<file path="src/design/sgdc_pkg.sv">
// Purpose: shared constants of the dispatcher control and response block
// Assumes: one clock, 32-bit agent data
// Notes: control and response offsets are byte addresses

package sgdc_pkg;

  // ****************************************
  // widths
  // ****************************************
  localparam int unsigned DATA_W = 32;
  localparam int unsigned LEN_W = 32;
  localparam int unsigned ERR_W = 8;
  localparam int unsigned FILL_W = 16;
  localparam int unsigned CTRL_W = 6;
  localparam int unsigned RESP_W = LEN_W + ERR_W + 1;

  // ****************************************
  // control agent offsets
  // ****************************************
  localparam logic [3:0] CSR_STATUS_OFS = 4'h0;
  localparam logic [3:0] CSR_CONTROL_OFS = 4'h4;
  localparam logic [3:0] CSR_FILL_OFS = 4'h8;

  // ****************************************
  // response agent offsets
  // ****************************************
  localparam logic [2:0] RESP_BYTES_OFS = 3'h0;
  localparam logic [2:0] RESP_ERR_OFS = 3'h4;
  localparam int unsigned RESP_POP_LANE = 3;
  localparam int unsigned RESP_ET_BIT = 8;

  // ****************************************
  // control bits
  // ****************************************
  localparam int unsigned CTRL_STOP = 0;
  localparam int unsigned CTRL_RESET = 1;
  localparam int unsigned CTRL_STOP_ERR = 2;
  localparam int unsigned CTRL_STOP_ET = 3;
  localparam int unsigned CTRL_IRQ_EN = 4;
  localparam int unsigned CTRL_STOP_DESC = 5;
  localparam logic [CTRL_W-1:0] CTRL_RESET_VAL = 6'h00;

  // ****************************************
  // status bits
  // ****************************************
  localparam int unsigned ST_BUSY = 0;
  localparam int unsigned ST_DESC_EMPTY = 1;
  localparam int unsigned ST_DESC_FULL = 2;
  localparam int unsigned ST_RESP_EMPTY = 3;
  localparam int unsigned ST_RESP_FULL = 4;
  localparam int unsigned ST_STOPPED = 5;
  localparam int unsigned ST_RESETTING = 6;
  localparam int unsigned ST_STOP_ERR = 7;
  localparam int unsigned ST_STOP_ET = 8;
  localparam int unsigned ST_IRQ = 9;

  // ****************************************
  // fill register fields
  // ****************************************
  localparam int unsigned FILL_RD_LSB = 0;
  localparam int unsigned FILL_WR_LSB = 16;

endpackage : sgdc_pkg

</file>
<file path="src/design/sgdc_fifo_if.sv">
// Purpose: carrier between the dispatcher and one of its queues
// Assumes: owner and store share clk
// Notes: count is the number of stored entries

`timescale 1ns/100ps

interface sgdc_fifo_if #(parameter int unsigned W = 32);
  logic push;
  logic [W-1:0] wdata;
  logic pop;
  logic clear;
  logic [W-1:0] rdata;
  logic full;
  logic empty;
  logic [sgdc_pkg::FILL_W-1:0] count;

  modport owner (output push, wdata, pop, clear, input rdata, full, empty, count);
  modport store (input push, wdata, pop, clear, output rdata, full, empty, count);
endinterface : sgdc_fifo_if

</file>
<file path="src/design/sgdc_dispatcher.sv">
// Purpose: dispatcher control, fill levels and response reporting
// Assumes: hosts and data sink run on clk; agent reads answer one cycle later
// Notes: each accepted descriptor enters both the read and write queues

`timescale 1ns/100ps

// Behaviour
// - busy while queued, transferring or awaiting responses
// - stop-descriptors bit halts issue; stopped when idle
// - interrupt enable gates events before latching
// - stop on early termination halts issue
// - stop on error beat halts issue
// - software reset flushes, holds until hosts idle
// - manual stop; stopped only after hosts finish
// - runs after reset with no setup
// - reading byte seven pops one response
// - full response queue withholds all commands
// - byte count from start to end packet
// - early-terminated unaligned count may overcount
// - error bits accumulate until transfer completes
// - early termination when count exceeds length
// - early termination sits at bit eight
// - write queue fill level, sixteen bits
// - read queue fill level, sixteen bits
module sgdc_dispatcher
  import sgdc_pkg::*;
#(
  parameter int unsigned CMD_DEPTH = 8,
  parameter int unsigned RESP_DEPTH = 8,
  parameter int unsigned BYTES_W = 3
)
(
  // clock and reset
  input wire logic clk,
  input wire logic arst_n,
  // control agent
  input wire logic [3:0] csr_address,
  input wire logic csr_read,
  input wire logic csr_write,
  input wire logic [DATA_W-1:0] csr_writedata,
  output logic [DATA_W-1:0] csr_readdata,
  // response agent
  input wire logic [2:0] resp_address,
  input wire logic resp_read,
  input wire logic [3:0] resp_byteenable,
  output logic [DATA_W-1:0] resp_readdata,
  // descriptor intake
  input wire logic desc_valid,
  output logic desc_ready,
  input wire logic [LEN_W-1:0] desc_length,
  input wire logic desc_wait_resp,
  // read host
  output logic rd_cmd_valid,
  input wire logic rd_cmd_ready,
  output logic [LEN_W-1:0] rd_cmd_length,
  input wire logic rd_busy,
  // write host
  output logic wr_cmd_valid,
  input wire logic wr_cmd_ready,
  output logic [LEN_W-1:0] wr_cmd_length,
  input wire logic wr_busy,
  input wire logic wr_resp_pending,
  // write host data sink, observed
  input wire logic snk_valid,
  input wire logic snk_ready,
  input wire logic snk_sop,
  input wire logic snk_eop,
  input wire logic [BYTES_W-1:0] snk_bytes,
  input wire logic [ERR_W-1:0] snk_error,
  // system
  output logic hosts_reset,
  output logic irq
);

  // ****************************************
  // state
  // ****************************************
  typedef struct packed {
    logic [CTRL_W-1:0] ctrl;
    logic irq;
    logic err_stop;
    logic et_stop;
    logic resetting;
    logic [LEN_W-1:0] bcnt;
    logic [ERR_W-1:0] errs;
    logic [LEN_W-1:0] cur_len;
    logic cur_wait;
    logic [DATA_W-1:0] csr_rdata;
    logic [DATA_W-1:0] resp_rdata;
  } sgdc_state_t;

  sgdc_state_t s_q;
  sgdc_state_t s_d;

  sgdc_fifo_if #(.W(LEN_W)) rdq ();
  sgdc_fifo_if #(.W(LEN_W + 1)) wrq ();
  sgdc_fifo_if #(.W(RESP_W)) rspq ();

  // ****************************************
  // queues
  // ****************************************
  sgdc_fifo #(.W(LEN_W), .DEPTH(CMD_DEPTH)) u_rd_queue (
    .clk(clk),
    .arst_n(arst_n),
    .f(rdq.store)
  );

  sgdc_fifo #(.W(LEN_W + 1), .DEPTH(CMD_DEPTH)) u_wr_queue (
    .clk(clk),
    .arst_n(arst_n),
    .f(wrq.store)
  );

  sgdc_fifo #(.W(RESP_W), .DEPTH(RESP_DEPTH)) u_resp_queue (
    .clk(clk),
    .arst_n(arst_n),
    .f(rspq.store)
  );

  // ****************************************
  // issue and status terms
  // ****************************************
  logic issue_en;
  logic stop_req;
  logic hosts_idle;
  logic busy;
  logic stopped;
  logic beat;
  logic [LEN_W-1:0] cnt_next;
  logic [ERR_W-1:0] errs_next;
  logic over_len;
  logic resp_done;
  logic resp_et;
  logic pop_resp;
  logic [DATA_W-1:0] status_word;

  assign stop_req = s_q.ctrl[CTRL_STOP] || s_q.ctrl[CTRL_STOP_DESC]
    || s_q.err_stop || s_q.et_stop;
  assign issue_en = !stop_req && !rspq.full && !s_q.resetting;
  assign hosts_idle = !rd_busy && !wr_busy && !wr_resp_pending;
  assign stopped = stop_req && !rd_busy && !wr_busy;
  assign busy = !rdq.empty || !wrq.empty || rd_busy || wr_busy
    || (wr_resp_pending && s_q.cur_wait);

  assign desc_ready = !rdq.full && !wrq.full && !s_q.resetting;
  assign rdq.push = desc_valid && desc_ready;
  assign rdq.wdata = desc_length;
  assign wrq.push = desc_valid && desc_ready;
  assign wrq.wdata = {desc_wait_resp, desc_length};

  assign rd_cmd_valid = issue_en && !rdq.empty;
  assign rd_cmd_length = rdq.rdata;
  assign rdq.pop = rd_cmd_valid && rd_cmd_ready;
  assign wr_cmd_valid = issue_en && !wrq.empty;
  assign wr_cmd_length = wrq.rdata[LEN_W-1:0];
  assign wrq.pop = wr_cmd_valid && wr_cmd_ready;

  assign rdq.clear = s_q.resetting;
  assign wrq.clear = s_q.resetting;
  assign rspq.clear = s_q.resetting;
  assign hosts_reset = s_q.resetting;
  assign irq = s_q.irq;
  assign csr_readdata = s_q.csr_rdata;
  assign resp_readdata = s_q.resp_rdata;

  // ****************************************
  // packet accounting
  // ****************************************
  assign beat = snk_valid && snk_ready && !s_q.resetting;
  // start of packet restarts the count, later beats add on
  assign cnt_next = (snk_sop ? '0 : s_q.bcnt) + LEN_W'(snk_bytes);
  assign errs_next = (snk_sop ? '0 : s_q.errs) | snk_error;
  assign over_len = cnt_next > s_q.cur_len;
  assign resp_done = beat && (snk_eop || over_len);
  assign resp_et = !snk_eop && over_len;
  // on early termination the last beat is still counted whole
  assign rspq.push = resp_done;
  assign rspq.wdata = {resp_et, errs_next, cnt_next};

  assign pop_resp = resp_read && (resp_address == RESP_ERR_OFS)
    && resp_byteenable[RESP_POP_LANE];
  assign rspq.pop = pop_resp;

  always_comb
  begin
    status_word = '0;
    status_word[ST_BUSY] = busy;
    status_word[ST_DESC_EMPTY] = rdq.empty && wrq.empty;
    status_word[ST_DESC_FULL] = rdq.full || wrq.full;
    status_word[ST_RESP_EMPTY] = rspq.empty;
    status_word[ST_RESP_FULL] = rspq.full;
    status_word[ST_STOPPED] = stopped;
    status_word[ST_RESETTING] = s_q.resetting;
    status_word[ST_STOP_ERR] = s_q.err_stop;
    status_word[ST_STOP_ET] = s_q.et_stop;
    status_word[ST_IRQ] = s_q.irq;
  end

  // ****************************************
  // next state
  // ****************************************
  always_comb
  begin
    s_d = s_q;
    s_d.csr_rdata = '0;
    s_d.resp_rdata = '0;

    // control agent reads
    if (csr_read)
    begin
      unique case (csr_address)
        CSR_STATUS_OFS: s_d.csr_rdata = status_word;
        CSR_CONTROL_OFS:
        begin
          // reserved bits stay zero
          s_d.csr_rdata[CTRL_W-1:0] = s_q.ctrl;
          s_d.csr_rdata[CTRL_RESET] = s_q.resetting;
        end
        CSR_FILL_OFS:
        begin
          s_d.csr_rdata[FILL_RD_LSB +: FILL_W] = rdq.count;
          s_d.csr_rdata[FILL_WR_LSB +: FILL_W] = wrq.count;
        end
        default: s_d.csr_rdata = '0;
      endcase
    end

    // response agent reads; an empty queue reads as zero
    if (resp_read && !rspq.empty)
    begin
      if (resp_address == RESP_BYTES_OFS)
      begin
        s_d.resp_rdata = rspq.rdata[LEN_W-1:0];
      end
      else if (resp_address == RESP_ERR_OFS)
      begin
        s_d.resp_rdata[ERR_W-1:0] = rspq.rdata[LEN_W +: ERR_W];
        s_d.resp_rdata[RESP_ET_BIT] = rspq.rdata[RESP_W-1];
      end
    end

    // control writes; clearing stop bits resumes issue
    if (csr_write && csr_address == CSR_CONTROL_OFS)
    begin
      s_d.ctrl = csr_writedata[CTRL_W-1:0];
      s_d.ctrl[CTRL_RESET] = 1'b0;
      if (!csr_writedata[CTRL_STOP_ERR])
      begin
        s_d.err_stop = 1'b0;
      end
      if (!csr_writedata[CTRL_STOP_ET])
      begin
        s_d.et_stop = 1'b0;
      end
    end

    // write-one-to-clear of the latched interrupt
    if (csr_write && csr_address == CSR_STATUS_OFS && csr_writedata[ST_IRQ])
    begin
      s_d.irq = 1'b0;
    end

    // command hand-off remembers the running write descriptor
    if (wrq.pop)
    begin
      s_d.cur_len = wrq.rdata[LEN_W-1:0];
      s_d.cur_wait = wrq.rdata[LEN_W];
    end

    // accumulate until the transfer completes
    if (beat)
    begin
      s_d.bcnt = resp_done ? '0 : cnt_next;
      s_d.errs = resp_done ? '0 : errs_next;
      if (s_q.ctrl[CTRL_STOP_ERR] && snk_error != '0)
      begin
        s_d.err_stop = 1'b1;
      end
      if (s_q.ctrl[CTRL_STOP_ET] && resp_done && resp_et)
      begin
        s_d.et_stop = 1'b1;
      end
    end

    // masked events are never latched; a set beats a clear
    if (s_q.ctrl[CTRL_IRQ_EN] && resp_done)
    begin
      s_d.irq = 1'b1;
    end

    // software reset: flush and hold until hosts drain
    if (s_q.resetting)
    begin
      s_d.bcnt = '0;
      s_d.errs = '0;
      s_d.err_stop = 1'b0;
      s_d.et_stop = 1'b0;
      s_d.cur_wait = 1'b0;
      if (hosts_idle)
      begin
        s_d.resetting = 1'b0;
      end
    end
    if (csr_write && csr_address == CSR_CONTROL_OFS && csr_writedata[CTRL_RESET])
    begin
      s_d.resetting = 1'b1;
    end
  end

  always_ff @(posedge clk or negedge arst_n)
  begin
    if (!arst_n)
    begin
      s_q <= '0;
      s_q.ctrl <= CTRL_RESET_VAL;
    end
    else
    begin
      s_q <= s_d;
    end
  end

endmodule : sgdc_dispatcher

</file>
<file path="src/design/sgdc_fifo.sv">
// Purpose: small flip-flop queue used for commands and responses
// Assumes: DEPTH of two or more
// Notes: clear empties the queue without touching stored words

`timescale 1ns/100ps

module sgdc_fifo
  import sgdc_pkg::*;
#(
  parameter int unsigned W = 32,
  parameter int unsigned DEPTH = 8
)
(
  // clock and reset
  input wire logic clk,
  input wire logic arst_n,
  // queue port
  sgdc_fifo_if.store f
);

  localparam int unsigned AW = $clog2(DEPTH);
  localparam int unsigned CW = $clog2(DEPTH + 1);
  localparam logic [AW-1:0] LAST = AW'(DEPTH - 1);
  localparam logic [CW-1:0] FULL_CNT = CW'(DEPTH);

  typedef struct packed {
    logic [DEPTH-1:0][W-1:0] mem;
    logic [AW-1:0] wr;
    logic [AW-1:0] rd;
    logic [CW-1:0] cnt;
  } sgdc_fifo_state_t;

  sgdc_fifo_state_t s_q;
  sgdc_fifo_state_t s_d;
  logic do_push;
  logic do_pop;

  assign f.full = (s_q.cnt == FULL_CNT);
  assign f.empty = (s_q.cnt == '0);
  assign f.rdata = s_q.mem[s_q.rd];
  assign f.count = FILL_W'(s_q.cnt);
  assign do_push = f.push && !f.full;
  assign do_pop = f.pop && !f.empty;

  always_comb
  begin
    s_d = s_q;
    if (f.clear)
    begin
      s_d.wr = '0;
      s_d.rd = '0;
      s_d.cnt = '0;
    end
    else
    begin
      if (do_push)
      begin
        s_d.mem[s_q.wr] = f.wdata;
        s_d.wr = (s_q.wr == LAST) ? '0 : AW'(s_q.wr + 1'b1);
      end
      if (do_pop)
      begin
        s_d.rd = (s_q.rd == LAST) ? '0 : AW'(s_q.rd + 1'b1);
      end
      if (do_push && !do_pop)
      begin
        s_d.cnt = CW'(s_q.cnt + 1'b1);
      end
      else if (do_pop && !do_push)
      begin
        s_d.cnt = CW'(s_q.cnt - 1'b1);
      end
    end
  end

  always_ff @(posedge clk or negedge arst_n)
  begin
    if (!arst_n)
    begin
      s_q <= '0;
    end
    else
    begin
      s_q <= s_d;
    end
  end

endmodule : sgdc_fifo

</file>
<file path="config.mk">
export PLATFORM = sky130hd
export DESIGN_NAME = sgdc_dispatcher
export DESIGN_NICKNAME = d
export VERILOG_FILES = /design/src/design/sgdc_pkg.sv /design/src/design/sgdc_fifo_if.sv /design/src/design/sgdc_dispatcher.sv /design/src/design/sgdc_fifo.sv
export SDC_FILE = /design/constraint.sdc
export NUM_CORES = 2
export LEC_CHECK = 0
export ABC_AREA = 1
export ABC_CLOCK_PERIOD_IN_PS = 5300
export BUFFER_PORTS_ARGS = -buffer_cell sky130_fd_sc_hd__buf_4
export CAP_MARGIN = 5
export CORE_AREA = 2 2 289 362
export DETAILED_ROUTE_END_ITERATION = 16
export DIE_AREA = 0 0 291 364
export SLEW_MARGIN = 20
export SYNTH_ARGS = -nofsm -noshare
export SYNTH_HDL_FRONTEND = slang
export SYNTH_SLANG_ARGS = --single-unit
</file>
<file path="constraint.sdc">
create_clock -name clk -period 5.3 [get_ports clk]
set_input_delay 0 -clock clk [delete_from_list [all_inputs] [get_ports clk]]
set_output_delay 0 -clock clk [all_outputs]
set_load 0.005 [all_outputs]
</file>
==> out/metrics.yaml <==
run_status:
  outcome: "completed"
sta:
  finalCritPeriodShare_pct: 93.15
  slew_headroom_pct: 26.20
  rsz0062_at_grt: "yes"
  fmax_mhz: 202.5
  tightest_slew_ns: 1.102
  finClkSkew_ns: 0.03921
  drv_slew: 0
  finalSetupViolCount: 0
  period_minus_slack_ns: 4.937
  hold_viol_final: 0
synth:
  synth_top_area_share_pct: 55.03
  yosysSeqAreaShare_pct: 55.03
  synthArstFlopShare_pct: 100.0
  syn-instance-count: 5373
  synth_edf_count: 0
  avgSynthCellArea_um2: 8.514
  synth_cell_types: 52
  syn-cell-area_um2: 45750
  ys_warn_count: 0
  ys.flop_type: "dfrtp_1"
  synth_top_area_cell: "dfrtp_1"
  synth-seq-cells: 1006
  synth.area.top_cells: "dfrtp_1 (55%), o21ai_0 (13%), nand2_1 (8.9%)"
routing:
  drt_pre_antenna_iters: 5
  finalWirelength_mm: 127.3
  wl_per_cell_um: 18.60
  viasPerCell: 5.410
  vias: 37040
  ant_nets: 0
  drc: 0
  drtIter0Drc: 3003
floorplan:
  die_width_um: 291
  core_um2: 102900
  die-height_um: 364
  pin_count: 235
  rows: 132
  dieArea_um2: 105900
  initial_utilization_pct: 44.46
finish:
  final_util_pct: 50.90
  mostFrequentLayoutCells: "o21ai_0 (1187), nand2_1 (1083), dfrtp_1 (1000)"
  final_cells: 6846
  nFillCells: 9890
  layout-drive-gt1-share_pct: 9.557
  final_common_cell: "o21ai_0"
  area_delta_synth_final_pct: 14.50
  final_nets: 5583
clock_network:
  ctsRootBufferMaster: "clkbuf_16"
  clkLatencyLatePin_ns: 0.69
  cts_buffers: 103
  clock_sinks: 1006
  clock_path_buffers: 3
  cts_max_level: 3
  path_clk_slew_ns: 0.06
  tritoncts: "yes"
place:
  dp.cells: 6564
  portBuffers: 188
  place_congestion: 0.8820
  dp_hpwl_mm: 76.90
global_route:
  grt_first_pass_wirelength_mm: 204.6
  grt_use_total_pct: 24.16
  grt_overflow: 0
  grt_max_degree: 177
  first_global_vias: 36020
  antenna_found_initial: 0
setup_path:
  cp_max_fo: 30
  cpMostUsedCell: "nand2_1"
  endpoint_kind: "register"
  arrival_ns: 5.45
  max_stage_delay_ns: 0.36
  start_kind: "register"
  critPathKind: "reg2reg"
  crit_slowest_cell: "dfrtp_1"
  worstPathRequired_ns: 5.82
power_and_ir_drop:
  p_per_area_nw_per_um2: 537.8
  peakVddDrop_v: 0.0003956
  cellLeakagePower_uw: 0.02414
hold_path:
  hp-class: "in2async"
job:
  maxCapViolCount: 0
-- registers in the layout (all words and copies together) (netlist names) --
| name | count |
|---|---|
| s_q | 80 |
| u_resp_queue.f.count | 4 |
| u_resp_queue.s_q | 334 |
| hosts_reset | 1 |
| u_rd_queue.s_q | 262 |
| csr_readdata | 14 |
| u_wr_queue.f.count | 4 |
| resp_readdata | 32 |
| u_wr_queue.s_q | 270 |
| u_rd_queue.f.count | 4 |
| irq | 1 |
-- cell usage after synthesis (8+ instances only) --
| cell type | number |
|---|---|
| a211oi_1 | 9 |
| a21oi_1 | 82 |
| a221oi_1 | 15 |
| a31oi_1 | 87 |
| buf_1 | 24 |
| buf_2 | 31 |
| buf_4 | 65 |
| buf_6 | 11 |
| clkbuf_1 | 327 |
| dfrtp_1 | 1006 |
| ha_1 | 53 |
| inv_1 | 217 |
| inv_2 | 11 |
| mux2i_1 | 10 |
| nand2_1 | 1084 |
| nand2_2 | 9 |
| nand3_1 | 56 |
| nand4_1 | 31 |
| nand4_2 | 9 |
| nor2_1 | 700 |
| nor3_1 | 19 |
| o21ai_0 | 1187 |
| o21ai_1 | 103 |
| o221ai_1 | 26 |
| o22ai_1 | 112 |
| xnor2_1 | 8 |
| xor2_1 | 23 |
-- logic make-up after synthesis --
logic type	synth area share, %
muxes	0.3173
other	0.008198
adders and majority gates	1.625
and+or+nand+nor	16.84
xor gates and xnor gates	0.8205
DFF	55.03
AOI/OAI and AO/OA	18.91
buffers and inverters	6.444
-- final cells by class --
| class | count | area (µm²) | area share, % |
|---|---|---|---|
| timing repair buffer | 387 | 3556 | 6.789 |
| clock inverter | 20 | 252.7 | 0.4825 |
| clock buffer | 165 | 3122 | 5.960 |
| sequential | 1006 | 25190 | 48.09 |
| antenna | 2 | 5.005 | 0.009555 |
| tap | 1340 | 1677 | 3.201 |
| inverter | 230 | 869.6 | 1.660 |
| multi-input combinational | 3696 | 17710 | 33.80 |
-- timing repair --
action,4_1_cts,5_1_grt
gates resized for setup,1,2
pin swaps,0,1
endpoints found under the hold margin,1354,0
buffers inserted,0,2
gates cloned,0,0
setup endpoints to repair,1,279
hold buffers,92,0
-- through the flow --
step	power (µW)	hold slack (ns)	setup TNS, ns	instance area, µm²	worst slack, ns
finish	28170	0.03766	0	52380	0.3629
global route	30300	0.05226	-0.2616	52370	-0.05445
CTS	28420	0.03834	0	52320	0.04373
detailed placement	21010	0.02612	-0.002158	48000	-0.002158
global placement	20810	0.02506	0	48000	0.1050
floorplan	17110	-0.2956	0	45810	0.9647
-- per-layer routing --
layer  GRT usage (%)  vias up  share of wire, %
met5               0        -                 0
met4           6.654        0               2.3
met3           3.109      178               4.6
met2           42.09      873                49
met1           31.76    18080                44
li1                -    17900                 -
-- final timing paths --
check | startpoint | endpoint | slack, ns | cells after the start
max | s_q[107]$_DFFE_PN0P_ | u_resp_queue.s_q[178]$_DFFE_PN0P_ | 0.36 | 25
min in group clk | snk_bytes[1] | u_resp_queue.s_q[216]$_DFFE_PN0P_ | 0.08 | 4
min reg2reg | u_resp_queue.s_q[214]$_DFFE_PN0P_ | u_resp_queue.s_q[214]$_DFFE_PN0P_ | 0.47 | 2
max in group asynchronous | arst_n | s_q[91]$_DFFE_PN0P_ | 4.23 | 4
max reg2reg | s_q[107]$_DFFE_PN0P_ | u_resp_queue.s_q[178]$_DFFE_PN0P_ | 0.36 | 25
min | arst_n | u_resp_queue.s_q[250]$_DFFE_PN0P_ | 0.04 | 3
-- worst max-delay path: cells and delay by family, from the launching register on --
family | cells | cell delay, ns
adder cells (fa/ha/maj) | 2 | 0.64
AO/OA/AOI/OAI | 1 | 0.09
AND/OR/NAND/NOR | 17 | 2.87
buffers and inverters | 4 | 0.53
flip-flops | 1 | 0.36
XOR/XNOR | 1 | 0.26
-- power breakdown --
part	total, µW	internal [µW]	leakage [µW]	switching [µW]
clock network	7250	4130	0.00166	3120
logic	9550	3580	0.00931	5970
registers	11400	9980	0.0132	1380
total	28200	17700	0.0241	10500
No activity file was read; power rests on OpenSTA's default activity.
